===== config.mk =====
export PLATFORM = sky130hd
export DESIGN_NAME = ict_core
export DESIGN_NICKNAME = d
export VERILOG_FILES = /design/src/ict_pkg.sv /design/src/ict_core.sv
export SDC_FILE = /design/constraint.sdc
export NUM_CORES = 1
export LEC_CHECK = 0
export BUFFER_PORTS_ARGS = -buffer_cell sky130_fd_sc_hd__buf_2
export CAP_MARGIN = 20
export CORE_ASPECT_RATIO = 1.25
export CORE_MARGIN = 2
export CORE_UTILIZATION = 50
export DETAILED_ROUTE_END_ITERATION = 8
export PLACE_DENSITY_LB_ADDON = 0.05
export RECOVER_POWER = 100
export SYNTH_ARGS = -nofsm -noshare
export SYNTH_HDL_FRONTEND = slang
export SYNTH_SLANG_ARGS = --single-unit

===== constraint.sdc =====
create_clock -name clk -period 4.3 [get_ports clk]
set_input_delay 0.215 -clock clk [delete_from_list [all_inputs] [get_ports clk]]
set_output_delay 0.215 -clock clk [all_outputs]
set_load 0.01 [all_outputs]

===== src/ict_pkg.sv =====
/*
  Shared constants of the instruction cycle timing block: decode entry layout,
  per-opcode byte and clock counts, and the sequencer states.
  Assumes the opcode space of the classic 8-bit instruction set.
*/
package ict_pkg;

  localparam int OP_W      = 8;
  localparam int PC_W      = 16;
  localparam int CYC_W     = 4;
  localparam int BYTES_W   = 2;
  localparam int NIB_W     = 4;
  localparam int MAX_CYC   = 8;
  localparam int SYS_MHZ   = 50;
  localparam int PEAK_MIPS = 50;

  // decode entry: {bytes, not-taken clocks, conditional branch}
  typedef logic [BYTES_W+CYC_W:0] ict_dec_t;
  localparam int DEC_COND_BIT = 0;
  localparam int DEC_CYC_LSB  = 1;
  localparam int DEC_BYT_LSB  = DEC_CYC_LSB + CYC_W;

  localparam ict_dec_t E11 = {2'h1, 4'h1, 1'b0};
  localparam ict_dec_t E12 = {2'h1, 4'h2, 1'b0};
  localparam ict_dec_t E13 = {2'h1, 4'h3, 1'b0};
  localparam ict_dec_t E14 = {2'h1, 4'h4, 1'b0};
  localparam ict_dec_t E15 = {2'h1, 4'h5, 1'b0};
  localparam ict_dec_t E18 = {2'h1, 4'h8, 1'b0};
  localparam ict_dec_t E22 = {2'h2, 4'h2, 1'b0};
  localparam ict_dec_t E23 = {2'h2, 4'h3, 1'b0};
  localparam ict_dec_t E33 = {2'h3, 4'h3, 1'b0};
  localparam ict_dec_t E34 = {2'h3, 4'h4, 1'b0};
  localparam ict_dec_t B22 = {2'h2, 4'h2, 1'b1};
  localparam ict_dec_t B33 = {2'h3, 4'h3, 1'b1};
  localparam ict_dec_t B34 = {2'h3, 4'h4, 1'b1};

  // tables indexed by the high opcode nibble, one per low-nibble column class except column 1, which decodes to E23
  localparam ict_dec_t TAB_L0 [16] = '{E11, B33, B33, B33, B22, B22, B22, B22,
                                       E23, E33, E22, E22, E22, E22, E13, E13};
  localparam ict_dec_t TAB_L2 [16] = '{E34, E34, E15, E15, E22, E22, E22, E22,
                                       E22, E22, E22, E22, E22, E22, E13, E13};
  localparam ict_dec_t TAB_L3 [16] = '{E11, E11, E11, E11, E33, E33, E33, E13,
                                       E13, E13, E11, E11, E11, E11, E13, E13};
  localparam ict_dec_t TAB_L4 [16] = '{E11, E11, E22, E22, E22, E22, E22, E22,
                                       E18, E22, E14, B33, E11, E11, E11, E11};
  localparam ict_dec_t TAB_L5 [16] = '{E22, E22, E22, E22, E22, E22, E22, E33,
                                       E33, E22, E11, B33, E22, B33, E22, E22};
  localparam ict_dec_t TAB_RI [16] = '{E12, E12, E12, E12, E12, E12, E12, E22,
                                       E22, E12, E22, B34, E12, E12, E12, E12};
  localparam ict_dec_t TAB_RN [16] = '{E11, E11, E11, E11, E11, E11, E11, E22,
                                       E22, E11, E22, B33, E11, B22, E11, E11};

  localparam logic [NIB_W-1:0] COL_JMP11 = 4'h1;
  localparam logic [NIB_W-1:0] COL_L2    = 4'h2;
  localparam logic [NIB_W-1:0] COL_L3    = 4'h3;
  localparam logic [NIB_W-1:0] COL_L4    = 4'h4;
  localparam logic [NIB_W-1:0] COL_L5    = 4'h5;
  localparam logic [NIB_W-1:0] COL_L0    = 4'h0;

  localparam logic [OP_W-1:0] OP_NOP       = 8'h00;
  localparam logic [OP_W-1:0] OP_SJMP      = 8'h80;
  localparam logic [OP_W-1:0] OP_SPARE     = 8'ha5;
  localparam logic [OP_W-1:0] OP_CODE_PC   = 8'h83;
  localparam logic [OP_W-1:0] OP_CODE_DP   = 8'h93;
  localparam logic [NIB_W-1:0] HI_XD_RD    = 4'he;
  localparam logic [NIB_W-1:0] HI_XD_WR    = 4'hf;

  localparam logic [PC_W-1:0]  PC_RST  = 16'h0000;
  localparam logic [CYC_W-1:0] CYC_ONE = 4'h1;
  localparam logic [CYC_W-1:0] CYC_ZERO = 4'h0;

  typedef enum logic { ST_RUN, ST_HALT } ict_state_t;

endpackage : ict_pkg


===== src/ict_core.sv =====
/*
  Instruction cycle sequencer: decodes each opcode into its byte length and
  clock count, holds the issue port until the instruction has used all of its
  clocks, tracks the program counter for relative branches and breakpoints,
  and flags program flash accesses made through the data moves.
  Assumes fetch, datapath, flash controller and debug logic on the same clock;
  the datapath presents the branch condition and offset with the opcode.
*/
`timescale 1ns/1ps

module ict_core #(
  parameter int MAX_CYCLES = ict_pkg::MAX_CYC
) (
  input  wire logic                     clk,
  input  wire logic                     nrst,
  input  wire logic                     op_valid,
  input  wire logic [ict_pkg::OP_W-1:0] opcode,
  input  wire logic                     cond_taken,
  input  wire logic [ict_pkg::OP_W-1:0] rel_offset,
  input  wire logic                     pc_load,
  input  wire logic [ict_pkg::PC_W-1:0] pc_load_addr,
  input  wire logic                     flash_wr_en,
  input  wire logic                     flash_erase_en,
  input  wire logic                     dbg_halt_req,
  input  wire logic                     dbg_run_req,
  input  wire logic                     dbg_step_req,
  input  wire logic                     bkpt_en,
  input  wire logic [ict_pkg::PC_W-1:0] bkpt_addr,
  output logic                          op_ready,
  output logic                          retire,
  output logic [ict_pkg::CYC_W-1:0]     inst_cycles,
  output logic [1:0]                    inst_bytes,
  output logic [ict_pkg::PC_W-1:0]      pc,
  output logic                          halted,
  output logic                          code_byte_move,
  output logic                          external_data_move,
  output logic                          flash_write,
  output logic                          flash_erase
);

  ict_pkg::ict_state_t            state_ff;
  ict_pkg::ict_state_t            nxt_state;
  logic [ict_pkg::CYC_W-1:0]      rem_ff;
  logic [ict_pkg::CYC_W-1:0]      nxt_rem;
  logic                           retire_ff;
  logic [ict_pkg::CYC_W-1:0]      cyc_ff;
  logic [1:0]                     bytes_ff;
  logic [ict_pkg::PC_W-1:0]       pc_ff;
  logic [ict_pkg::PC_W-1:0]       nxt_pc;
  logic                           code_ff;
  logic                           external_data_space_ff;
  logic                           fwr_ff;
  logic                           fer_ff;
  logic                           step_ff;

  // decode
  wire [ict_pkg::NIB_W-1:0] op_hi = opcode[7:4];
  wire [ict_pkg::NIB_W-1:0] op_lo = opcode[3:0];
  wire                      col_rn = opcode[3];
  wire                      col_ri = (op_lo[3:1] == 3'h3);
  // table lookup keeps encoding identical to the classic opcode map
  wire ict_pkg::ict_dec_t   dec =
    col_rn                      ? ict_pkg::TAB_RN[op_hi] :
    col_ri                      ? ict_pkg::TAB_RI[op_hi] :
    (op_lo == ict_pkg::COL_L5)  ? ict_pkg::TAB_L5[op_hi] :
    (op_lo == ict_pkg::COL_L4)  ? ict_pkg::TAB_L4[op_hi] :
    (op_lo == ict_pkg::COL_L3)  ? ict_pkg::TAB_L3[op_hi] :
    (op_lo == ict_pkg::COL_L2)  ? ict_pkg::TAB_L2[op_hi] :
    (op_lo == ict_pkg::COL_JMP11) ? ict_pkg::E23 :
    ict_pkg::TAB_L0[op_hi];
  // spare opcode lands on a one-byte one-clock entry with no side effects
  wire                      is_spare = (opcode == ict_pkg::OP_SPARE);
  wire                      is_cond = dec[ict_pkg::DEC_COND_BIT];
  wire [1:0]                dec_bytes = dec[ict_pkg::DEC_BYT_LSB +: ict_pkg::BYTES_W];
  wire [ict_pkg::CYC_W-1:0] dec_base = dec[ict_pkg::DEC_CYC_LSB +: ict_pkg::CYC_W];
  // not-taken is the base count; taken adds one clock
  wire                      br_taken = is_cond & cond_taken;
  wire [ict_pkg::CYC_W-1:0] dec_cyc = dec_base + {3'h0, br_taken};
  wire                      is_sjmp = (opcode == ict_pkg::OP_SJMP);

  // flash access through the moves
  wire is_code_rd = (opcode == ict_pkg::OP_CODE_PC) | (opcode == ict_pkg::OP_CODE_DP);
  wire xd_col     = (op_lo == ict_pkg::COL_L0) | (op_lo == ict_pkg::COL_L2) |
                    (op_lo == ict_pkg::COL_L3);
  wire is_xd_rd   = xd_col & (op_hi == ict_pkg::HI_XD_RD);
  wire is_xd_wr   = xd_col & (op_hi == ict_pkg::HI_XD_WR);

  // issue control: an instruction owns the sequencer for all its clocks
  wire pipe_free  = (rem_ff == ict_pkg::CYC_ZERO);
  wire bkpt_hit   = bkpt_en & (pc_ff == bkpt_addr) & pipe_free & ~step_ff;
  wire run_ok     = (state_ff == ict_pkg::ST_RUN) & ~dbg_halt_req & ~bkpt_hit;
  wire step_ok    = (state_ff == ict_pkg::ST_HALT) & step_ff;
  assign op_ready = pipe_free & (run_ok | step_ok);
  wire accept     = op_valid & op_ready;

  // relative target from the address after the branch
  wire [ict_pkg::PC_W-1:0] pc_after = pc_ff + {14'h0000, dec_bytes};
  wire [ict_pkg::PC_W-1:0] rel_tgt  = pc_after + {{8{rel_offset[7]}}, rel_offset};
  wire                     rel_jump = accept & (br_taken | is_sjmp);

  always_comb
  begin
    nxt_pc = pc_ff;
    if (pc_load)
      nxt_pc = pc_load_addr;
    else if (rel_jump)
      nxt_pc = rel_tgt;
    else if (accept)
      nxt_pc = pc_after;
  end

  // counter runs in plain clocks; one-clock ops load it with zero
  always_comb
  begin
    nxt_rem = rem_ff;
    if (accept)
      nxt_rem = dec_cyc - ict_pkg::CYC_ONE;
    else if (!pipe_free)
      nxt_rem = rem_ff - ict_pkg::CYC_ONE;
  end

  wire last_clk = accept ? (dec_cyc == ict_pkg::CYC_ONE) : (rem_ff == ict_pkg::CYC_ONE);

  // debug halting touches no user state, only this sequencer
  always_comb
  begin
    nxt_state = state_ff;
    case (state_ff)
      ict_pkg::ST_RUN:
        if (dbg_halt_req | bkpt_hit)
          nxt_state = ict_pkg::ST_HALT;
      ict_pkg::ST_HALT:
        if (dbg_run_req & ~dbg_halt_req)
          nxt_state = ict_pkg::ST_RUN;
      default:
        nxt_state = ict_pkg::ST_HALT;
    endcase
  end

  always_ff @(posedge clk)
  begin
    if (!nrst)
    begin
      state_ff <= ict_pkg::ST_RUN;
      rem_ff   <= ict_pkg::CYC_ZERO;
      pc_ff    <= ict_pkg::PC_RST;
      step_ff  <= 1'b0;
    end
    else
    begin
      state_ff <= nxt_state;
      rem_ff   <= nxt_rem;
      pc_ff    <= nxt_pc;
      // a step request stays armed until one instruction is issued
      step_ff  <= (step_ff | dbg_step_req) & ~accept;
    end
  end

  always_ff @(posedge clk)
  begin
    if (!nrst)
    begin
      retire_ff <= 1'b0;
      cyc_ff    <= ict_pkg::CYC_ZERO;
      bytes_ff  <= 2'h0;
    end
    else
    begin
      retire_ff <= (accept | ~pipe_free) & last_clk;
      if (accept)
      begin
        cyc_ff   <= dec_cyc;
        bytes_ff <= is_spare ? 2'h1 : dec_bytes;
      end
    end
  end

  // flash path strobes, one clock at issue; the enables are software controls
  always_ff @(posedge clk)
  begin
    if (!nrst)
    begin
      code_ff  <= 1'b0;
      external_data_space_ff <= 1'b0;
      fwr_ff   <= 1'b0;
      fer_ff   <= 1'b0;
    end
    else
    begin
      code_ff  <= accept & is_code_rd;
      external_data_space_ff <= accept & (is_xd_rd | is_xd_wr);
      fwr_ff   <= accept & is_xd_wr & flash_wr_en & ~flash_erase_en;
      fer_ff   <= accept & is_xd_wr & flash_wr_en & flash_erase_en;
    end
  end

  assign retire             = retire_ff;
  assign inst_cycles        = cyc_ff;
  assign inst_bytes         = bytes_ff;
  assign pc                 = pc_ff;
  assign halted             = (state_ff == ict_pkg::ST_HALT);
  assign code_byte_move     = code_ff;
  assign external_data_move = external_data_space_ff;
  assign flash_write        = fwr_ff;
  assign flash_erase        = fer_ff;

endmodule : ict_core


### Word-level counts from Yosys, hierarchy flattened

Memories as Yosys holds them, arrays and structs flattened.
Cells that the tools add are included.

* $add $sub $neg: 5
* order comparisons: 1
* equality and inequality tests: 16
* muxes and demuxes: 31
* bitwise logic cells: 38
* reductions and logical operators: 3

Operators with widths (count)
* $mux 7: 21
* $mux 16: 3
* $eq 8x8->1 const B: 4
* $and 1x1->1: 21
* $add 16x16->16: 1
* $add 16x2->16: 1
* $eq 16x16->1: 1
* $eq 4x1->1 const B: 3
* $or 1x1->1: 9
* $eq 4x2->1 const B: 2
* $eq 4x3->1 const B: 2
* $eq 4x4->1 const B: 2
* $logic_not 4->1: 2
* $mux 4: 2
* $sub 4x1->4 const B: 2
* $not 1->1: 7
* $ge 5x5->1 const B: 1
* $not 4->5: 1
* $add 4x1->4: 1
* $eq 3x2->1 const B: 1
* $mux 1: 3
* $reduce_bool 3->1: 1
* $mux 2: 1
* $ne 2x1->1 const B: 1
* $pmux 1 s2: 1

* output and inout bits: 29
* memory bits (read-only): 784
* memories kept: 7
* bits of input ports: 59
* flip-flop bits (word level): 33
* word-level logic and storage cells: 112

Memory list
* (no name shown): words 16, width 7, rd ports 1, clocked after Yosys merged registers in 0, write ports 0, line ict_core.sv:70 `ict_pkg::TAB_L0[op_hi];`
* (no name shown): words 16, width 7, rd ports 1, clocked after Yosys merged registers in 0, write ports 0, line ict_core.sv:68 `(op_lo == ict_pkg::COL_L2) ? ict_pkg::TAB_L2[op_hi] :`
* (no name shown): words 16, width 7, rd ports 1, clocked after Yosys merged registers in 0, write ports 0, line ict_core.sv:67 `(op_lo == ict_pkg::COL_L3) ? ict_pkg::TAB_L3[op_hi] :`
* (no name shown): words 16, width 7, rd ports 1, clocked after Yosys merged registers in 0, write ports 0, line ict_core.sv:66 `(op_lo == ict_pkg::COL_L4) ? ict_pkg::TAB_L4[op_hi] :`
* (no name shown): words 16, width 7, rd ports 1, clocked after Yosys merged registers in 0, write ports 0, line ict_core.sv:65 `(op_lo == ict_pkg::COL_L5) ? ict_pkg::TAB_L5[op_hi] :`
* (no name shown): words 16, width 7, rd ports 1, clocked after Yosys merged registers in 0, write ports 0, line ict_core.sv:64 `col_ri ? ict_pkg::TAB_RI[op_hi] :`
* +1 memories

### Depth between registers and ports, before layout

* word-level depth: 16
* gate-level depth with buffers: 26
* gate-level depth less buffers: 25

### Worst setup path after synthesis

No wires, ideal clock.

* path type: input to register
* from: input port opcode[2] (netlist name)
* to: register pc_ff (netlist bit pc[15])
* stages on the path: 23
* data arrival time: 4.487 ns
* required time: 4.172 ns
* path slack: -0.315 ns
* buffers on the path: 2
* setup time: 0.128 ns
* cells stage by stage: buf_2 or3b_2 clkbuf_1 a22oi_1 o21ai_0 o211ai_1 a21oi_1 o21ai_0 inv_1 fa_1 and3b_1 and3_1 and3_1 xor2_1 ha_1 a211oi_1 nor2_1 o41ai_1 o31ai_1 and4b_1 nor3_1 mux2i_1 a211oi_1

* word-level cells in the longest chain between the ends: 13
* elaborated cells between the ends (all ways): 23
* those cells by class: add/sub (2); eq/ne (7); mux (10); bitwise (3); reduce/logical (1)

Ends and longest elaborated chain
* from (decl): line ict_core.sv:17 `input wire logic [ict_pkg::OP_W-1:0] opcode,`
* branches (longest 13 deep; another with $add 16x2->16)
* to (signal assigned): line ict_core.sv:146 `pc_ff <= ict_pkg::PC_RST;`
* to (signal assigned): line ict_core.sv:153 `pc_ff <= nxt_pc;`
* to (decl): line ict_core.sv:48 `logic [ict_pkg::PC_W-1:0] pc_ff;`

Several ways; the timed one is not identified. The select of a mux whose other input is x is not followed.
A chain may end at the register's enable or synchronous reset.

### Worst setup path after layout

* from: input port opcode[3] (netlist name)
* to: register pc_ff (netlist bit pc[15])

The elaborated chain is that of the path after synthesis.

==> impl_metrics.sql <==
INSERT INTO impl_metrics (metric_group, metric, value, unit) VALUES
('setup_path', 'timing.critical_path.arrival', '4450', 'ps'),
('layout', 'register_area', '661', 'sq um'),
('logic_synthesis', 'dominantRegCellSynth', 'sky130_fd_sc_hd__dfxtp_1', ''),
('global_routing', 'grt_util_all_layers', '29.8', '%'),
('setup_path', 'worst_path_buffer_plus_inverter_count', '4', ''),
('min_path', 'timing.hold.worst.class', 'input port to flop', ''),
('run_status', 'run_status', 'complete, no violations', ''),
('detailed_routing', 'drcViolationCount', '0', ''),
('logic_synthesis', 'seq_area_frac_synth', '17.8', '%'),
('sta', 'unrepaired_setup_endpoints_after_global_routing', 'yes', ''),
('power', 'irDropWorstVdd', '0.271', 'mV'),
('logic_synthesis', 'synth.ff_latch_count', '33', ''),
('layout', 'area_growth_syn_to_layout', '37.6', '%'),
('detailed_routing', 'met1_routed_length', '4870', 'um'),
('floorplanning', 'rows', '35', ''),
('layout', 'most-common-layout-cells', 'sky130_fd_sc_hd__buf_4 (86), sky130_fd_sc_hd__buf_2 (68), sky130_fd_sc_hd__nor2_1 (51)', ''),
('global_routing', 'total_gr_overflow', '0', ''),
('setup_path', 'slowest_stage', 'sky130_fd_sc_hd__or4_4', ''),
('clock_tree', 'ctsHtreeMaxLevel', '2', ''),
('setup_path', 'setup.worst_path.end_class', 'flop', ''),
('global_routing', 'grt_start_max_net_pins', '53', ''),
('logic_synthesis', 'yosys_warnings', '0', ''),
('layout', 'multiInputGateArea', '3070', 'sq um'),
('floorplanning', 'chipWidth', '81.1', 'um'),
('floorplanning', 'fp.dieArea', '8140', 'sq um'),
('sta', 'finalSetupViolations', '0', ''),
('global_routing', 'antenna_violations_before_repair', '0', ''),
('setup_path', 'worstSetupStartpointType', 'input port', ''),
('sta', 'worst_setup_skew_after_layout', '10.2', 'ps'),
('logic_synthesis', 'syn_inst', '498', ''),
('logic_synthesis', 'synth_edf_count', '0', ''),
('min_path', 'hold-path-cell-count', '2', ''),
('setup_path', 'reg2regPathDepth', '18', ''),
('setup_path', 'crit_type', 'input port to flop', ''),
('setup_path', 'crit_path_start', 'opcode[3]', ''),
('sta', 'worstMarginPinSlew', '913', 'ps'),
('clock_tree', 'cts_tree', 'built', ''),
('setup_path', 'critical_path_peak_fanout', '4', ''),
('sta', 'slew-limit-headroom', '39.1', '%'),
('run', 'drv_cap', '0', ''),
('logic_synthesis', 'synth_nets', '590', ''),
('layout', 'final_net_count', '743', ''),
('setup_path', 'critical_path.most_common_cell', 'sky130_fd_sc_hd__nor2_2', ''),
('detailed_routing', 'top_layer_used', 'met4', ''),
('floorplanning', 'start_util', '50.8', '%'),
('logic_synthesis', 'synth.lib_cells_used.distinct', '63', ''),
('setup_path', 'timing.critical_path.depth', '26', ''),
('layout', 'final_core_util', '70.0', '%'),
('sta', 'timing.final.crit_period', '4240', 'ps'),
('logic_synthesis', 'syn-mean-instance-area', '7.46', 'sq um'),
('min_path', 'holdCritStartpoint', 'flash_erase_en', ''),
('setup_path', 'worst_ep_required_time', '4510', 'ps'),
('clock_tree', 'clock-sinks', '33', ''),
('setup_path', 'critical_path.reg2reg.startpoint', 'pc[0]', ''),
('layout', 'layout_commonest_cell', 'sky130_fd_sc_hd__buf_4', ''),
('clock_tree', 'worst_setup_hold_path_clk_slew', '80', 'ps'),
('detailed_routing', 'wl_met2', '6520', 'um'),
('power', 'power_density', '283', 'nW/um^2'),
('detailed_routing', 'vias', '4399', ''),
('setup_path', 'setup.reg_to_reg.worst_slack', '700', 'ps'),
('detailed_routing', 'routed_wire_length_per_instance', '16.6', 'um'),
('clock_tree', 'clock_path_buffers', '2', ''),
('layout', 'num_antenna_cells', '0', ''),
('floorplanning', 'boundaryPins', '88', ''),
('sta', 'max_freq', '236', 'MHz'),
('setup_path', 'cp_top_family', 'simple AND/OR/NAND/NOR gates', ''),
('detailed_routing', 'final_wl', '12400', 'um'),
('power', 'leakagePower', '2.24', 'nW'),
('global_routing', 'grt_pass1_wl', '19100', 'um'),
('sta', 'slew_violations', '0', ''),
('clock_tree', 'clk_latency', '300', 'ps');
[routing by layer]
| layer | up-vias | global-route usage (%) |
|---|---|---|
| met2 | 149 | 55.8 |
| li1 | 2115 | - |
| met3 | 35 | 3.42 |
| met1 | 2100 | 34.2 |
| met4 | 0 | 10.7 |
| met5 | - | 0 |
[logic make-up after synthesis]
family	Yosys count	share of synthesized area (%)
AND/OR/NAND/NOR	173	23.8
buffers and inverters	54	6.16
multiplexers	19	5.18
XOR/XNOR	47	11.1
AO/OA/AOI/OAI	139	24.5
adder cells (fa/ha/maj)	33	11.5
flip-flops	33	17.8
[synth_stat cells, types with 3 or more instances]
| library cell | number | share of area (%) |
|---|---|---|
| sky130_fd_sc_hd__nand2_1 | 30 | 3.0 |
| sky130_fd_sc_hd__xnor2_1 | 18 | 4.2 |
| sky130_fd_sc_hd__a31oi_1 | 6 | 1.0 |
| sky130_fd_sc_hd__a31o_2 | 8 | 1.9 |
| sky130_fd_sc_hd__o211ai_1 | 5 | 1.0 |
| sky130_fd_sc_hd__xor2_1 | 29 | 6.8 |
| sky130_fd_sc_hd__a22oi_1 | 4 | 0.81 |
| sky130_fd_sc_hd__a21oi_1 | 32 | 4.3 |
| sky130_fd_sc_hd__nand3_1 | 15 | 2.0 |
| sky130_fd_sc_hd__nand2b_1 | 6 | 1.0 |
| sky130_fd_sc_hd__o21bai_1 | 4 | 0.81 |
| sky130_fd_sc_hd__mux2i_1 | 17 | 4.6 |
| sky130_fd_sc_hd__nand4_1 | 4 | 0.67 |
| sky130_fd_sc_hd__and3_1 | 6 | 1.0 |
| sky130_fd_sc_hd__ha_1 | 31 | 10 |
| sky130_fd_sc_hd__nor2_1 | 56 | 5.7 |
| sky130_fd_sc_hd__inv_1 | 25 | 2.5 |
| sky130_fd_sc_hd__clkbuf_1 | 19 | 1.9 |
| sky130_fd_sc_hd__a21o_1 | 3 | 0.61 |
| sky130_fd_sc_hd__o31ai_1 | 7 | 1.4 |
| sky130_fd_sc_hd__nand3b_1 | 3 | 0.61 |
| sky130_fd_sc_hd__nor3_1 | 16 | 2.2 |
| sky130_fd_sc_hd__a211oi_1 | 14 | 2.8 |
| sky130_fd_sc_hd__o22ai_1 | 4 | 0.67 |
| sky130_fd_sc_hd__nor4_1 | 10 | 1.7 |
| sky130_fd_sc_hd__nor2b_1 | 6 | 1.0 |
| sky130_fd_sc_hd__dfxtp_1 | 33 | 18 |
| sky130_fd_sc_hd__and4_1 | 4 | 0.94 |
| sky130_fd_sc_hd__buf_2 | 5 | 0.67 |
| sky130_fd_sc_hd__o21ai_0 | 34 | 4.6 |
[report_power, final]
part,internal (W),switching (W),total (W)
clock,0.000114,0.000138,0.000251
combinational,0.000378,0.000419,0.000798
sequential,0.000346,0.0000547,0.000401
total,0.000838,0.000611,0.00145
[worst paths after layout]
kind                         end
setup / recovery          pc[15]
hold / removal       flash_write
setup reg to reg          pc[15]
hold reg to reg   inst_cycles[1]
[stage by stage]
step           setup slack [ps]  total power, W  hold slack [ps]  std cells  area [sq um]
2_1_floorplan              -133        0.000873              287        498          3770
3_3_place_gp               -358         0.00112              387        729          4760
3_5_place_dp               -456         0.00114              395        729          4760
4_1_cts                    3.43         0.00140             82.7        740          4900
5_1_grt                    -190         0.00155             88.5        744          5120
6_report                   59.5         0.00145             84.6        744          5120
[state kept, by name (all words and copies together), names as in the netlist, 2 cells and up]
name         cells
inst_bytes       2
inst_cycles      4
pc              16
rem_ff           4
[area by class of cell]
| cell class | count | area share (%) |
|---|---|---|
| clock buffers | 5 | 1.35 |
| clock inverters | 3 | 0.440 |
| inverters | 25 | 1.83 |
| multi-input cells | 411 | 60.0 |
| flip-flops and latches | 33 | 12.9 |
| well taps | 92 | 2.25 |
| repair buffers | 175 | 21.3 |
[worst register-to-register path, stage by stage (launching register included)]
cell and delay, ps:
sky130_fd_sc_hd__dfxtp_1 460, sky130_fd_sc_hd__ha_4 180, sky130_fd_sc_hd__inv_2 40, sky130_fd_sc_hd__fa_2 350, sky130_fd_sc_hd__and3b_1 240, sky130_fd_sc_hd__and3_4 200
sky130_fd_sc_hd__nand3_2 110, sky130_fd_sc_hd__buf_4 180, sky130_fd_sc_hd__nor2_2 100, sky130_fd_sc_hd__xor2_1 230, sky130_fd_sc_hd__ha_2 340, sky130_fd_sc_hd__nor2_2 120
sky130_fd_sc_hd__nor2_1 70, sky130_fd_sc_hd__o41ai_4 70, sky130_fd_sc_hd__o31ai_4 150, sky130_fd_sc_hd__nor4b_2 330, sky130_fd_sc_hd__nor3_2 90, sky130_fd_sc_hd__mux2i_1 120
sky130_fd_sc_hd__a211oi_1 150
[what timing repair did]
action                     in CTS  in global routing
gates resized for setup         7                 42
setup endpoints to repair       4                  9
setup buffers                   3                  4
pin swaps                       6                 22
Note: power is estimated with default switching activity, not from simulation.
